<file path="src/include/cgid_defs.vh">
// Constants for the geometry identify and opcode decode block.
// Assumes inclusion by bare name from the design files.
`ifndef CGID_DEFS_VH
`define CGID_DEFS_VH

// ****************************************************************
// Wishbone register byte offsets
// ****************************************************************
`define CGID_OFF_CMD 8'h00
`define CGID_OFF_PARAM 8'h04
`define CGID_OFF_STATUS 8'h08
`define CGID_OFF_CLASS 8'h0c
`define CGID_OFF_IDADDR 8'h10
`define CGID_OFF_IDDATA 8'h14

// ****************************************************************
// Field positions
// ****************************************************************
`define CGID_PARAM_SEC_LSB 0
`define CGID_PARAM_HEAD_LSB 8
`define CGID_STAT_ERR_BIT 0
`define CGID_STAT_BUSY_BIT 1
`define CGID_STAT_VALID_BIT 2
`define CGID_STAT_INIT_BIT 3
`define CGID_STAT_ABRT_BIT 4

// ****************************************************************
// Capacity thresholds and limits
// ****************************************************************
`define CGID_SMALL_CAP 32'd1032192
`define CGID_LARGE_CAP 32'd16515072
`define CGID_SMALL_CYL_MAX 16'd1024
`define CGID_MAX_HEADS 16'd16
`define CGID_MAX_SPT 16'd63
`define CGID_CYL_SAT 16'hffff
`define CGID_CYL_CAP_H4 16'hffff
`define CGID_CYL_CAP_H8 16'h7fff
`define CGID_CYL_CAP_H16 16'h3fff

// ****************************************************************
// Identify word indices
// ****************************************************************
`define CGID_W_DCYL 8'd1
`define CGID_W_DHEAD 8'd3
`define CGID_W_DSPT 8'd6
`define CGID_W_VALID 8'd53
`define CGID_W_CCYL 8'd54
`define CGID_W_CHEAD 8'd55
`define CGID_W_CSPT 8'd56
`define CGID_W_CCAPL 8'd57
`define CGID_W_CCAPH 8'd58
`define CGID_W_LBAL 8'd60
`define CGID_W_LBAH 8'd61

// ****************************************************************
// Command classes
// ****************************************************************
`define CGID_CL_RESERVED 5'd0
`define CGID_CL_VENDOR 5'd1
`define CGID_CL_NOP 5'd2
`define CGID_CL_RECAL 5'd3
`define CGID_CL_READ 5'd4
`define CGID_CL_WRITE 5'd5
`define CGID_CL_SEEK 5'd6
`define CGID_CL_INITP 5'd7
`define CGID_CL_IDENT 5'd8
`define CGID_CL_MULT 5'd9
`define CGID_CL_DMA 5'd10
`define CGID_CL_POWER 5'd11
`define CGID_CL_OTHER 5'd12

`endif

</file>
<file path="src/design/cgid_opdec.v">
// Combinational opcode classifier: class, variant and alias resolution.
// Assumes the caller registers the outputs.
`timescale 1ns/1ps
`include "cgid_defs.vh"
module cgid_opdec (
  input wire [7:0] op_i,
  output reg [4:0] class_o,
  output reg variant_o,
  output reg [7:0] canon_o
);
  always @* begin
    class_o = `CGID_CL_RESERVED;
    variant_o = 1'b0;
    canon_o = op_i;
    if (op_i[7:4] == 4'h1) begin
      class_o = `CGID_CL_RECAL;
      canon_o = 8'h10;
    end else if (op_i[7:4] == 4'h7) begin
      class_o = `CGID_CL_SEEK;
      canon_o = 8'h70;
    end else if (op_i[7:4] == 4'h8 || op_i[7:4] == 4'hf ||
                 (op_i[7:2] == 6'h30) || op_i == 8'h9a) begin
      class_o = `CGID_CL_VENDOR;
    end else if (op_i[7:2] == 6'h08) begin
      class_o = `CGID_CL_READ;
      variant_o = op_i[0];
    end else if (op_i[7:2] == 6'h0c) begin
      class_o = `CGID_CL_WRITE;
      variant_o = op_i[0];
    end else if (op_i >= 8'h94 && op_i <= 8'h99) begin
      class_o = `CGID_CL_POWER;
      case (op_i)
        8'h94: canon_o = 8'he0;
        8'h95: canon_o = 8'he1;
        8'h96: canon_o = 8'he2;
        8'h97: canon_o = 8'he3;
        8'h98: canon_o = 8'he5;
        default: canon_o = 8'he6;
      endcase
    end else if ((op_i >= 8'he0 && op_i <= 8'he3) || op_i == 8'he5 || op_i == 8'he6) begin
      class_o = `CGID_CL_POWER;
    end else if (op_i >= 8'hc4 && op_i <= 8'hc6) begin
      class_o = `CGID_CL_MULT;
    end else if (op_i[7:2] == 6'h32) begin
      class_o = `CGID_CL_DMA;
      variant_o = op_i[0];
    end else if (op_i == 8'h91) begin
      class_o = `CGID_CL_INITP;
    end else if (op_i == 8'hec) begin
      class_o = `CGID_CL_IDENT;
    end else if (op_i == 8'h00) begin
      class_o = `CGID_CL_NOP;
    end else begin
      case (op_i)
        8'h08, 8'h3c, 8'h40, 8'h41, 8'h50, 8'h90, 8'h92, 8'ha0, 8'ha1, 8'ha2,
        8'hdb, 8'hdc, 8'hdd, 8'hde, 8'hdf, 8'he4, 8'he8, 8'he9, 8'hea, 8'heb,
        8'hed, 8'hee, 8'hef: class_o = `CGID_CL_OTHER;
        default: class_o = `CGID_CL_RESERVED;
      endcase
    end
  end
endmodule // cgid_opdec

</file>
<file path="src/design/cgid_div.v">
// Sequential restoring divider, 32 by 16, one quotient bit a cycle.
// Assumes start_i is a one-cycle pulse while idle; divisor nonzero.
`timescale 1ns/1ps
module cgid_div (
  input wire clk_i,
  input wire rst_i,
  input wire start_i,
  input wire [31:0] dividend_i,
  input wire [15:0] divisor_i,
  output reg done_o,
  output reg [31:0] quot_o
);
  reg [31:0] rem_reg;
  reg [31:0] q_reg;
  reg [15:0] dv_reg;
  reg [5:0] cnt_reg;
  reg busy_reg;
  wire [32:0] trial;
  assign trial = {rem_reg, q_reg[31]} - {17'h00000, dv_reg};
  always @(posedge clk_i) begin
    if (rst_i) begin
      rem_reg <= 32'h00000000;
      q_reg <= 32'h00000000;
      dv_reg <= 16'h0000;
      cnt_reg <= 6'h00;
      busy_reg <= 1'b0;
      done_o <= 1'b0;
      quot_o <= 32'h00000000;
    end else begin
      done_o <= 1'b0;
      if (start_i && !busy_reg) begin
        rem_reg <= 32'h00000000;
        q_reg <= dividend_i;
        dv_reg <= divisor_i;
        cnt_reg <= 6'd32;
        busy_reg <= 1'b1;
      end else if (busy_reg) begin
        if (!trial[32]) begin
          rem_reg <= trial[31:0];
          q_reg <= {q_reg[30:0], 1'b1};
        end else begin
          rem_reg <= {rem_reg[30:0], q_reg[31]};
          q_reg <= {q_reg[30:0], 1'b0};
        end
        cnt_reg <= cnt_reg - 6'd1;
        if (cnt_reg == 6'd1) begin
          busy_reg <= 1'b0;
          done_o <= 1'b1;
          quot_o <= trial[32] ? {q_reg[30:0], 1'b0} : {q_reg[30:0], 1'b1};
        end
      end
    end
  end
endmodule // cgid_div

</file>
<file path="src/design/cgid_geom.v">
// Geometry identify words and opcode decode behind a Wishbone slave.
// Assumes one clock, synchronous reset and a classic Wishbone master.
// Notes on behaviour
// - small drives report at most 1024 default cylinders
// - above small threshold, default cylinders capped by default head count
// - default heads never above 16
// - default sectors per track at most 63
// - default geometry words never change
// - current geometry words 53-58 always provided
// - validity bit set in supported mode
// - unsupported mode clears validity and words 54-58
// - before init, current equals default geometry
// - current cylinders equal sectors divided, saturated
// - current heads from last init, 1-16
// - current sectors from last init, 1-255
// - words 57-58 hold cylinders times heads times sectors
// - CHS capacity never above LBA total
// - LBA total in words 60-61, constant
// - orphan sectors refused under CHS here
// - default geometry keeps orphans small
// - LBA supported above small threshold
// - 1xh recalibrate, 7xh seek
// - 20h-23h reads, 30h-33h writes, odd no-retry
// - 94h-99h alias power commands E0h-E6h
// - multiple, DMA, init params, identify distinct
// - 80h-8Fh, C0h-C3h, F0h-FFh vendor unique
//
// Implementation choices: register access over Wishbone and the address map.
`timescale 1ns/1ps
`include "cgid_defs.vh"
module cgid_geom #(
  parameter [31:0] LBA_SECTORS = 32'd1048320,
  parameter [15:0] DEF_HEADS = 16'd16,
  parameter [15:0] DEF_SPT = 16'd63
) (
  input wire clk_i,
  input wire rst_i,
  input wire cyc_i,
  input wire stb_i,
  input wire we_i,
  input wire [7:0] adr_i,
  input wire [3:0] sel_i,
  input wire [31:0] dat_i,
  output reg [31:0] dat_o,
  output reg ack_o,
  output reg busy_o,
  output reg err_o
);

  // ****************************************************************
  // Default geometry, fixed at elaboration
  // ****************************************************************
  function [15:0] cyl_cap;
    input [15:0] heads;
    begin
      if (heads <= 16'd4)
        cyl_cap = `CGID_CYL_CAP_H4;
      else if (heads <= 16'd8)
        cyl_cap = `CGID_CYL_CAP_H8;
      else
        cyl_cap = `CGID_CYL_CAP_H16;
    end
  endfunction

  // Clamp heads and sectors so a bad parameter cannot break the limits
  localparam [15:0] DH = (DEF_HEADS > `CGID_MAX_HEADS) ? `CGID_MAX_HEADS :
                         ((DEF_HEADS == 16'd0) ? 16'd1 : DEF_HEADS);
  localparam [15:0] DS = (DEF_SPT > `CGID_MAX_SPT) ? `CGID_MAX_SPT :
                         ((DEF_SPT == 16'd0) ? 16'd1 : DEF_SPT);
  // Truncated quotient keeps orphans below one cylinder
  localparam [31:0] DC_RAW = LBA_SECTORS / ({16'h0000, DH} * {16'h0000, DS});
  localparam [31:0] DC_LIM = (LBA_SECTORS <= `CGID_SMALL_CAP) ?
                             {16'h0000, `CGID_SMALL_CYL_MAX} :
                             {16'h0000, cyl_cap(DH)};
  localparam [15:0] DC = (DC_RAW > DC_LIM) ? DC_LIM[15:0] : DC_RAW[15:0];

  // ****************************************************************
  // Registers and state
  // ****************************************************************
  localparam [1:0] ST_IDLE = 2'd0;
  localparam [1:0] ST_DIV = 2'd1;
  localparam [1:0] ST_FIN = 2'd2;

  reg [1:0] state_reg;
  reg [7:0] op_reg;
  reg [15:0] param_reg;
  reg [15:0] cur_cyl_reg;
  reg [15:0] cur_head_reg;
  reg [15:0] cur_spt_reg;
  reg [31:0] cur_cap_reg;
  reg valid_reg;
  reg init_done_reg;
  reg abort_reg;
  reg [4:0] class_reg;
  reg variant_reg;
  reg [7:0] canon_reg;
  reg [7:0] id_addr_reg;
  reg div_start_reg;
  reg [15:0] pend_head_reg;
  reg [15:0] pend_spt_reg;

  wire [4:0] dec_class;
  wire dec_variant;
  wire [7:0] dec_canon;
  wire div_done;
  wire [31:0] div_quot;
  wire wb_req;
  wire [15:0] id_word;

  assign wb_req = cyc_i && stb_i && !ack_o;

  cgid_opdec u_dec (
    .op_i(dat_i[7:0]),
    .class_o(dec_class),
    .variant_o(dec_variant),
    .canon_o(dec_canon)
  );

  cgid_div u_div (
    .clk_i(clk_i),
    .rst_i(rst_i),
    .start_i(div_start_reg),
    .dividend_i(LBA_SECTORS),
    .divisor_i(pend_head_reg * pend_spt_reg),
    .done_o(div_done),
    .quot_o(div_quot)
  );

  // ****************************************************************
  // Identify word lookup
  // ****************************************************************
  function [15:0] id_lookup;
    input [7:0] idx;
    begin
      case (idx)
        `CGID_W_DCYL: id_lookup = DC;
        `CGID_W_DHEAD: id_lookup = DH;
        `CGID_W_DSPT: id_lookup = DS;
        `CGID_W_VALID: id_lookup = {15'h0000, valid_reg};
        `CGID_W_CCYL: id_lookup = cur_cyl_reg;
        `CGID_W_CHEAD: id_lookup = cur_head_reg;
        `CGID_W_CSPT: id_lookup = cur_spt_reg;
        `CGID_W_CCAPL: id_lookup = cur_cap_reg[15:0];
        `CGID_W_CCAPH: id_lookup = cur_cap_reg[31:16];
        `CGID_W_LBAL: id_lookup = LBA_SECTORS[15:0];
        `CGID_W_LBAH: id_lookup = LBA_SECTORS[31:16];
        default: id_lookup = 16'h0000;
      endcase
    end
  endfunction

  assign id_word = id_lookup(id_addr_reg);

  // ****************************************************************
  // Command execution and register writes
  // ****************************************************************
  wire mode_ok;
  wire [31:0] sat_cyl;
  // Zero sectors cannot be translated; counted as unsupported
  assign mode_ok = (param_reg[7:0] != 8'h00);
  assign sat_cyl = (div_quot > {16'h0000, `CGID_CYL_SAT}) ?
                   {16'h0000, `CGID_CYL_SAT} : div_quot;

  always @(posedge clk_i) begin
    if (rst_i) begin
      state_reg <= ST_IDLE;
      op_reg <= 8'h00;
      param_reg <= {4'h0, 4'h0, 8'h00};
      cur_cyl_reg <= DC;
      cur_head_reg <= DH;
      cur_spt_reg <= DS;
      cur_cap_reg <= {16'h0000, DC} * {16'h0000, DH} * {16'h0000, DS};
      valid_reg <= 1'b1;
      init_done_reg <= 1'b0;
      abort_reg <= 1'b0;
      class_reg <= `CGID_CL_RESERVED;
      variant_reg <= 1'b0;
      canon_reg <= 8'h00;
      id_addr_reg <= 8'h00;
      div_start_reg <= 1'b0;
      pend_head_reg <= 16'd1;
      pend_spt_reg <= 16'd1;
      busy_o <= 1'b0;
      err_o <= 1'b0;
    end else begin
      div_start_reg <= 1'b0;
      case (state_reg)
        ST_IDLE: begin
          if (wb_req && we_i && adr_i == `CGID_OFF_PARAM && sel_i[1:0] == 2'b11) begin
            param_reg <= {4'h0, dat_i[`CGID_PARAM_HEAD_LSB +: 4], dat_i[7:0]};
          end
          if (wb_req && we_i && adr_i == `CGID_OFF_IDADDR && sel_i[0]) begin
            id_addr_reg <= dat_i[7:0];
          end
          if (wb_req && we_i && adr_i == `CGID_OFF_CMD && sel_i[0]) begin
            op_reg <= dat_i[7:0];
            class_reg <= dec_class;
            variant_reg <= dec_variant;
            canon_reg <= dec_canon;
            abort_reg <= 1'b0;
            err_o <= 1'b0;
            if (dec_class == `CGID_CL_RESERVED) begin
              abort_reg <= 1'b1;
              err_o <= 1'b1;
            end else if (dec_class == `CGID_CL_INITP) begin
              if (mode_ok) begin
                pend_head_reg <= {12'h000, param_reg[11:8]} + 16'd1;
                pend_spt_reg <= {8'h00, param_reg[7:0]};
                div_start_reg <= 1'b1;
                busy_o <= 1'b1;
                state_reg <= ST_DIV;
              end else begin
                valid_reg <= 1'b0;
                cur_cyl_reg <= 16'h0000;
                cur_head_reg <= 16'h0000;
                cur_spt_reg <= 16'h0000;
                cur_cap_reg <= 32'h00000000;
                init_done_reg <= 1'b1;
              end
            end
          end
        end
        ST_DIV: begin
          if (div_done) begin
            cur_cyl_reg <= sat_cyl[15:0];
            cur_head_reg <= pend_head_reg;
            cur_spt_reg <= pend_spt_reg;
            state_reg <= ST_FIN;
          end
        end
        ST_FIN: begin
          // Floor division makes the product fit the LBA total
          cur_cap_reg <= cur_cyl_reg * cur_head_reg * cur_spt_reg;
          valid_reg <= 1'b1;
          init_done_reg <= 1'b1;
          busy_o <= 1'b0;
          state_reg <= ST_IDLE;
        end
        default: state_reg <= ST_IDLE;
      endcase
    end
  end

  // ****************************************************************
  // Wishbone read path and acknowledge
  // ****************************************************************
  always @(posedge clk_i) begin
    if (rst_i) begin
      ack_o <= 1'b0;
      dat_o <= 32'h00000000;
    end else begin
      ack_o <= wb_req;
      if (wb_req && !we_i) begin
        case (adr_i)
          `CGID_OFF_CMD: dat_o <= {24'h000000, op_reg};
          `CGID_OFF_PARAM: dat_o <= {16'h0000, param_reg};
          `CGID_OFF_STATUS: dat_o <= {27'h0000000, abort_reg, init_done_reg, valid_reg,
                                      busy_o, err_o};
          `CGID_OFF_CLASS: dat_o <= {16'h0000, canon_reg, 2'b00, variant_reg, class_reg};
          `CGID_OFF_IDADDR: dat_o <= {24'h000000, id_addr_reg};
          `CGID_OFF_IDDATA: dat_o <= {16'h0000, id_word};
          default: dat_o <= 32'h00000000;
        endcase
      end
    end
  end

endmodule // cgid_geom

</file>
<file path="config.mk">
export PLATFORM = sky130hd
export DESIGN_NAME = cgid_geom
export DESIGN_NICKNAME = d
export VERILOG_FILES = /design/src/design/cgid_opdec.v /design/src/design/cgid_div.v /design/src/design/cgid_geom.v
export VERILOG_INCLUDE_DIRS = /design/src /design/src/include
export SDC_FILE = /design/constraint.sdc
export NUM_CORES = 1
export LEC_CHECK = 0
export ABC_AREA = 1
export BUFFER_PORTS_ARGS = -buffer_cell sky130_fd_sc_hd__buf_2
export CORE_AREA = 2 2 223 225
export CTS_CLUSTER_SIZE = 16
export DETAILED_ROUTE_END_ITERATION = 10
export DIE_AREA = 0 0 225 227
export MAX_ROUTING_LAYER = met4
export PLACE_DENSITY_LB_ADDON = 0.25
export SLEW_MARGIN = 15
export SYNTH_ARGS = -nofsm -noshare
export SYNTH_HDL_FRONTEND = slang
export SYNTH_SLANG_ARGS = --single-unit
</file>
<file path="constraint.sdc">
create_clock -name clk_i -period 17.53 [get_ports clk_i]
set_input_delay 1.753 -clock clk_i [delete_from_list [all_inputs] [get_ports clk_i]]
set_output_delay 1.753 -clock clk_i [all_outputs]
set_load 0.005 [all_outputs]
</file>
======== Word level (Yosys, flattened, before mapping) ========
Index checks and enable logic that the tools add are counted.
cells by class
  add/sub/neg operators ................... 3
  $mul .................................... 3
  div/mod/pow operators ................... 0
  $lt $le $gt $ge ......................... 7
  eq/ne operators ......................... 68
  shift operators ......................... 0
  multiplexer cells ....................... 80
  bitwise logic cells ..................... 6
  reduce and logical (&&, ||, !) cells .... 43
operators by type and width
  kind                    number
  $eq A8 B8 Y1 const B    28
  $pmux W16 S11           1
  $mux W32                5
  $mux W16                8
  $pmux W16 S2            3
  $pmux W16 S6            1
  $eq A8 B6 Y1 const B    9
  $pmux W32 S2            1
  $mux W5                 12
  $mux W8                 6
  $mux W20                2
  $sub A33 B16 Y33        1
  $gt A32 B16 Y1 const B  1
  $mul A16 B16 Y32        1
  $mul A32 B16 Y32        1
  $mux W1                 28
  $eq A8 B4 Y1 const B    3
  $eq A8 B7 Y1 const B    3
  $ge A8 B8 Y1 const B    3
  $le A8 B8 Y1 const B    3
  $reduce_or A23 Y1       1
  $reduce_and A5 Y1       4
  $eq A8 B3 Y1 const B    2
  $eq A8 B5 Y1 const B    2
  37 further kinds        81
word-level totals
  register bits after elaboration ......... 306
  latch bits .............................. 0
  bits in writable memories ............... 0
  ROM bits ................................ 0
  bits of input ports ..................... 49
  word-level logic and storage cells ...... 239
  memories kept ........................... 0

======== Longest topological paths before layout ========
Gate-level depths: netlist of the first run.
  depth in word-level cells ............... 20
  mapped depth ............................ 47

======== By module ========
Synthesis of the first run repeated with hierarchy kept, for this count alone.
unflattened totals
  cell total of the unflattened synthesis .. 3900
  area total of the unflattened synthesis .. 25809.8 um^2
modules (own cells, without submodules)
  module      times used  cells each  area each (um^2)  seq. area each (um^2)
  cgid_geom   1           2685        18416.4           2802.7
  cgid_div    1           1082        6771.5            2402.3
  cgid_opdec  1           133         621.8             0.0

======== Least setup slack after synthesis of the first run ========
No wires, ideal clock.
  path type ............................... reg2reg
  start point ............................. register cur_head_reg[2]
  end point ............................... register cur_cap_reg[27]
  library setup time ...................... 0.132 ns
  arrival ................................. 9.133 ns
  required time ........................... 17.398 ns
  setup slack ............................. 8.265 ns
  stages on the path, launching flop included .. 46
  buffers on the path ..................... 2
  period minus slack after synthesis ...... 9.265 ns
  cells stage by stage .................... dfxtp_1 -> clkbuf_1 -> buf_1 -> nand2_1 -> fa_1 -> inv_1 -> ha_1 -> ha_1 -> fa_1 -> ha_1 -> inv_1 -> fa_1 -> inv_1 -> ha_1 -> nand2_1 -> inv_1 -> nand2_1 -> nand2_1 -> [10 not listed] -> ha_1 -> inv_1 -> fa_1 -> inv_1 -> fa_1 -> inv_1 -> fa_1 -> inv_1 -> ha_1 -> a21oi_1 -> o21ai_0 -> a21oi_1 -> nand3_1 -> nand2_1 -> nand2_1 -> or2_2 -> nand3_1 -> a21oi_1
between the ends
  cells in the longest elaborated chain, start to end .. 3
ends and longest elaborated chain
  what                    line             RTL
  start, declared         cgid_geom.v:88   reg [15:0] cur_head_reg;
  start signal, assigned  cgid_geom.v:226  cur_head_reg <= pend_head_reg;
  $mul A16 B16 Y32        cgid_geom.v:233  cur_cap_reg <= cur_cyl_reg * cur_head_reg * cur_spt_reg;
  $mul A32 B16 Y32        cgid_geom.v:233
  $pmux W32 S2            cgid_geom.v:187  case (state_reg)
  end signal, assigned    cgid_geom.v:172  cur_cap_reg <= {16'h0000, DC} * {16'h0000, DH} * {16'h0000, DS};
  end signal, assigned    cgid_geom.v:233
  end, declared           cgid_geom.v:90   reg [31:0] cur_cap_reg;
No other way between the ends.
A chain may end at the register's enable or synchronous reset.

======== Worst setup path after layout of the first run ========
  start point ............................. register cur_head_reg[3]
  end point ............................... register cur_cap_reg[27]
Same word-level chain as after synthesis.

==> results of run 1 <==
[synthesized netlist by cell type, drive strengths merged (6+ instances only)]
| cell | instances |
|---|---|
| a21o | 9 |
| a21oi | 283 |
| a221oi | 15 |
| a31oi | 6 |
| buf | 51 |
| clkbuf | 83 |
| clkinv | 6 |
| dfxtp | 258 |
| fa | 186 |
| ha | 236 |
| inv | 674 |
| nand2 | 707 |
| nand3 | 176 |
| nand3b | 6 |
| nand4 | 36 |
| nor2 | 344 |
| nor3 | 33 |
| nor4 | 14 |
| o2111ai | 6 |
| o211ai | 13 |
| o21ai | 180 |
| o21bai | 6 |
| o22ai | 7 |
| or2 | 18 |
| xnor2 | 9 |
| xor2 | 36 |
[area by class of cell]
cell class | instances | area [um^2]
sequential | 258 | 5170
multi-input combinational | 2373 | 15700
clock buffer | 34 | 719
tap | 622 | 778
clock inverter | 12 | 78.8
timing repair buffer | 53 | 288
fill | 4920 | 23200
inverter | 680 | 2550
[kinds of logic after synthesis]
kind of cell / Yosys count / synth area share, %
flip-flops: 258 / 21.5
AO/OA/AOI/OAI: 548 / 12.4
adder cells (fa/ha/maj): 422 / 27.8
buffers and inverters: 814 / 13.3
AND/OR/NAND/NOR: 1342 / 23.4
XOR/XNOR: 45 / 1.64
other: 1 / 0.0156
[worst max-delay path, delay by kind of cell (launching register included)]
kind,cells,cell delay (ns)
compound gates,7,1.03
xor+xnor,1,0.81
fa+ha+maj,14,5.80
buf+inv,8,0.38
flops,1,0.87
simple gates,13,1.47
[path summary, 6_finish.rpt]
kind                   start               to  slack, ns  cells past startpoint
max          cur_head_reg[3]  cur_cap_reg[27]       7.00                     43
min reg2reg  cur_cap_reg[10]  cur_cap_reg[10]       0.46                      2
max reg2reg  cur_head_reg[3]  cur_cap_reg[27]       7.00                     43
min          cur_cap_reg[10]  cur_cap_reg[10]       0.46                      2
[placed cells by master (no fill, tap or decap), types with 7 or more instances in the layout]
master / instances
nand2_1: 698
inv_1: 664
nor2_1: 330
a21oi_1: 282
dfxtp_1: 257
ha_1: 236
fa_1: 186
o21ai_0: 178
nand3_1: 174
buf_2: 44
xor2_1: 36
nand4_1: 34
nor3_1: 32
clkbuf_16: 25
or2_2: 18
conb_1: 16
a221oi_1: 15
o211ai_1: 13
nor4_1: 13
nor2_2: 12
inv_2: 10
a21o_1: 9
xnor2_1: 9
buf_4: 9
clkinv_2: 8
o22ai_1: 7
nand2_2: 7
[power breakdown]
part / internal, mW / switching [mW]
clock: 0.290 / 0.236
combinational: 0.00715 / 0.0260
sequential: 0.586 / 0.0000596
[per-layer routing]
layer | wire (um) | GRT usage, %
met5 | 0 | -
met4 | 1470 | 6.71
met3 | 2720 | 1.70
met2 | 28100 | 40.7
met1 | 28300 | 33.2
[stage by stage]
step	hold slack (ns)	area (um^2)	worst slack, ns
after CTS	0.461	25300	7.00
after floorplan	0.429	24100	8.26
after detailed placement	0.444	24500	7.05
after global routing	0.478	25300	6.16
after global placement	0.442	24500	7.11
final	0.460	25300	7.00
==> reports/metrics.yaml, run 1 <==
worstPathArrival_ns: 10.93
stdcell_count: 4032
start_util_pct: 49.5
drt_first_pass_iters: 6
dr.first_iter.drc_count: 1483
worstSetupPathType: "register to register"
avgSynthCellArea_um2: 7.01
num_rows: 81
post-route-util_pct: 52.2
synthFlopType: "dfxtp_1"
synth_top_area_share_pct: 21.5
crit_slowest_cell: "dfxtp_1"
grt_max_degree: 83
fmax_ghz: 0.0950
port_buffers: 45
diodes: 0
drc_errors: 0
clock_latency_ns: 0.55
worstPathRequired_ns: 17.93
finalSetupTns_ns: 0
hold_buffers: 0
vias_per_cell: 5.24
grt_pass1_vias: 20000
die_area_um2: 51100
peakVddDrop_v: 0.0000822
cts_tree: "done"
grt_usage_pct: 24.8
synth_cells: 3430
antenna_found_initial: 0
syn_to_final_growth_pct: 5.33
fin_crit_ns: 10.53
core-area_um2: 48500
final_nets: 3862
post_drt_wl_per_cell_um: 15.0
p_per_area_nw_per_um2: 45.2
die_y_um: 227
overflow: 0
slew_headroom_pct: 24.1
async_reset_ff_share_pct: 0
numCtsBuffers: 25
p_total_mw: 1.15
crit_path_frequent_cell: "nand2_1"
synth_area_leaders: "dfxtp_1 (21%), fa_1 (15%), ha_1 (12%)"
report.final.setup_viol: 0
finalHoldViolations: 0
synth_edf_count: 0
tightest_slew_ns: 1.14
grt_first_pass_wirelength_um: 101000
syn-cell-area_um2: 24100
status: "finished, final reports clean"
startpoint_type: "register"
drive_gt1_share_pct: 4.66
clk_pin_slew_ns: 0.07
die_w_um: 225
dp_cells: 3986
final_max_slew_viol_count: 0
ys_ff_latch: 258
vias: 21100
finClkSkew_ns: 0.0125
cts_buffer_depth: 3
power.leakage_nw: 13.5
cts_num_sinks: 258
synth.largest_area_cell: "dfxtp_1"
gp_congestion: 0.980
critPathCaptureType: "register"
synth_warnings: 0
ys_seq_area_share_pct: 21.5
hold_class: "register to register"
ant_nets: 0
wl_um: 60700
finalCritPeriodShare_pct: 60.1
htreeDepth: 1
root_buffer: "clkbuf_16"
cap_violations: 0
cts_resized: 0
num_io_pins: 84
crit_path_max_fanout: 18
critical_path.max_stage_delay_ns: 0.87
ys_types: 60
cts_setup_buffers: 0
rsz0062_at_grt: "false"
dp_hpwl_um: 47200
No activity file was read; power rests on OpenSTA's default activity.
==> inputs of run 2 (changes only) <==
==> constraint.sdc (replaced) <==
create_clock -name clk_i -period 10.2 [get_ports clk_i]
set_input_delay 1.02 -clock clk_i [delete_from_list [all_inputs] [get_ports clk_i]]
set_output_delay 1.02 -clock clk_i [all_outputs]
set_load 0.005 [all_outputs]
==> reports/metrics.yaml, run 2 (same netlist as run 1, synthesis figures left out) <==
status: "finished, final reports clean"
drt_first_pass_iters: 5  # -1
clk_pin_slew_ns: 0.06  # about the same
grt_max_degree: 83  # unchanged
clock_latency_ns: 0.55  # about the same
report.final.setup_viol: 0  # unchanged
drive_gt1_share_pct: 5.88  # +1.2 points
cap_violations: 0  # unchanged
finalSetupTns_ns: 0  # unchanged
cts_resized: 0  # unchanged
dp_hpwl_um: 47700  # +1.1%
p_per_area_nw_per_um2: 78.2  # +73%
grt_usage_pct: 25.1  # +0.29 points
critPathCaptureType: "register"
grt_pass1_vias: 20500  # +2.4%
port_buffers: 45  # unchanged
core-area_um2: 48500  # unchanged
mostFrequentLayoutCell: "nand2_1"
fillCellCount: 4864  # -1.1%
drc_errors: 0  # unchanged
num_io_pins: 84  # unchanged
cts_num_sinks: 258  # unchanged
layout_common_cells: "nand2_1 (695), inv_1 (663), nor2_1 (329)"
finalHoldViolations: 0  # unchanged
gp_congestion: 0.976  # -0.42%
syn_to_final_growth_pct: 6.61
ant_nets: 0  # unchanged
fin_crit_ns: 9.54  # -0.994 ns
vias: 21300  # +1.0%
crit_path_max_fanout: 8  # -10
startpoint_type: "register"
finClkSkew_ns: 0.0111  # -0.00136 ns
htreeDepth: 1  # unchanged
crit_path_frequent_cell: "fa_1"
tightest_slew_ns: 1.12  # -0.0161 ns
overflow: 0  # unchanged
final_max_slew_viol_count: 0  # unchanged
slew_headroom_pct: 25.2  # +1.1 points
num_rows: 81  # unchanged
die_y_um: 227  # unchanged
rsz0062_at_grt: "false"
antenna_found_initial: 1  # +1
grt_first_pass_wirelength_um: 102000  # +1.5%
peakVddDrop_v: 0.000114  # +39%
hold_depth: 2  # unchanged
wl_um: 61100  # +0.81%
dp_cells: 4011  # +0.63%
numCtsBuffers: 26  # +4.0%
hold_class: "register to register"
finalCritPeriodShare_pct: 93.5  # +33 points
post_drt_wl_per_cell_um: 15.1  # +0.14%
cts_buffer_depth: 3  # unchanged
root_buffer: "clkbuf_16"
final_nets: 3888  # +0.67%
critical_path.max_stage_delay_ns: 0.54  # -0.33 ns
vias_per_cell: 5.26  # +0.34%
dr.first_iter.drc_count: 1399  # -5.7%
cts_tree: "done"
stdcell_count: 4059  # +0.67%
worstPathArrival_ns: 9.94  # -0.99 ns
cts_setup_buffers: 0  # unchanged
worstPathRequired_ns: 10.61  # -7.32 ns
crit_slowest_cell: "fa_1"
r2r_cells: 42  # -2.3%
die_w_um: 225  # unchanged
die_area_um2: 51100  # unchanged
power.leakage_nw: 13.6  # +1.1%
start_util_pct: 49.5  # unchanged
hold_buffers: 0  # unchanged
worstSetupPathType: "register to register"
fmax_ghz: 0.105  # +10%
run 2: cell types whose count changed in the layout (fill, tap and decap cells not counted), moves of 3 or more:
cell | previous run | this run
buf_4 | 9 | 34
clkinv_2 | 8 | 4
clkinvlp_4 | 0 | 4
dfxtp_1 | 257 | 251
dfxtp_2 | 0 | 5
nand2_1 | 698 | 695
nand2_2 | 7 | 10
run 2: power by group:
group	internal [mW]	leakage [nW]	switching, mW
combinational	0.0123	11.1	0.0447
clock	0.523	0.406	0.418
sequential	1.01	2.08	0.000103
run 2: worst paths after layout:
kind | startpoint | endpoint | slack (ns)
setup reg to reg | cur_head_reg[3] | cur_cap_reg[27] | 0.66
hold reg to reg | dat_o[6] | dat_o[6] | 0.46
setup / recovery | cur_head_reg[3] | cur_cap_reg[27] | 0.66
hold / removal | dat_o[6] | dat_o[6] | 0.46
run 2: metrics by stage:
step / hold slack, ns / instance area, um^2 / total power, mW / setup WS, ns / util [%]
detailed placement: 0.447 / 24700 / 1.09 / 0.252 / 50.9
global route: 0.485 / 25600 / 2.06 / 0.0208 / 52.8
CTS: 0.464 / 25600 / 2.02 / 0.209 / 52.7
finish: 0.465 / 25600 / 2.01 / 0.662 / 52.8
floorplan: 0.429 / 24100 / 1.07 / 0.935 / -
global placement: 0.440 / 24700 / 1.09 / 0.340 / 50.9
run 2: metal layers:
| metal | track usage (%) | routed length, um | up-vias | part of all wire [%] |
|---|---|---|---|---|
| met1 | 33.6 | 28900 | 9996 | 47 |
| li1 | - | - | 10700 | - |
| met5 | - | 0 | - | 0 |
| met4 | 8.80 | 2170 | 0 | 3.5 |
| met3 | 2.01 | 2680 | 118 | 4.4 |
| met2 | 40.0 | 27400 | 508 | 45 |
run 2: cell type report:
class                           count  area [um^2]  area share [%]
Multi-Input combinational cell   2373        15800            61.6
Clock inverter                     11         87.6           0.342
Inverter                          680         2550            9.96
Tap cell                          622          778            3.04
Timing Repair Buffer               78          475            1.85
Clock buffer                       36          758            2.96
Antenna cell                        1         2.50         0.00976
Sequential cell                   258         5180            20.2
run 2: worst max-delay path, delay by kind of cell, from the launching register on:
kind	cells	cell delay, ns
AO/OA/AOI/OAI	5	0.68
AND/OR/NAND/NOR	15	2.05
adder cells (fa/ha/maj)	14	5.69
flip-flops	1	0.44
buffers and inverters	8	0.55
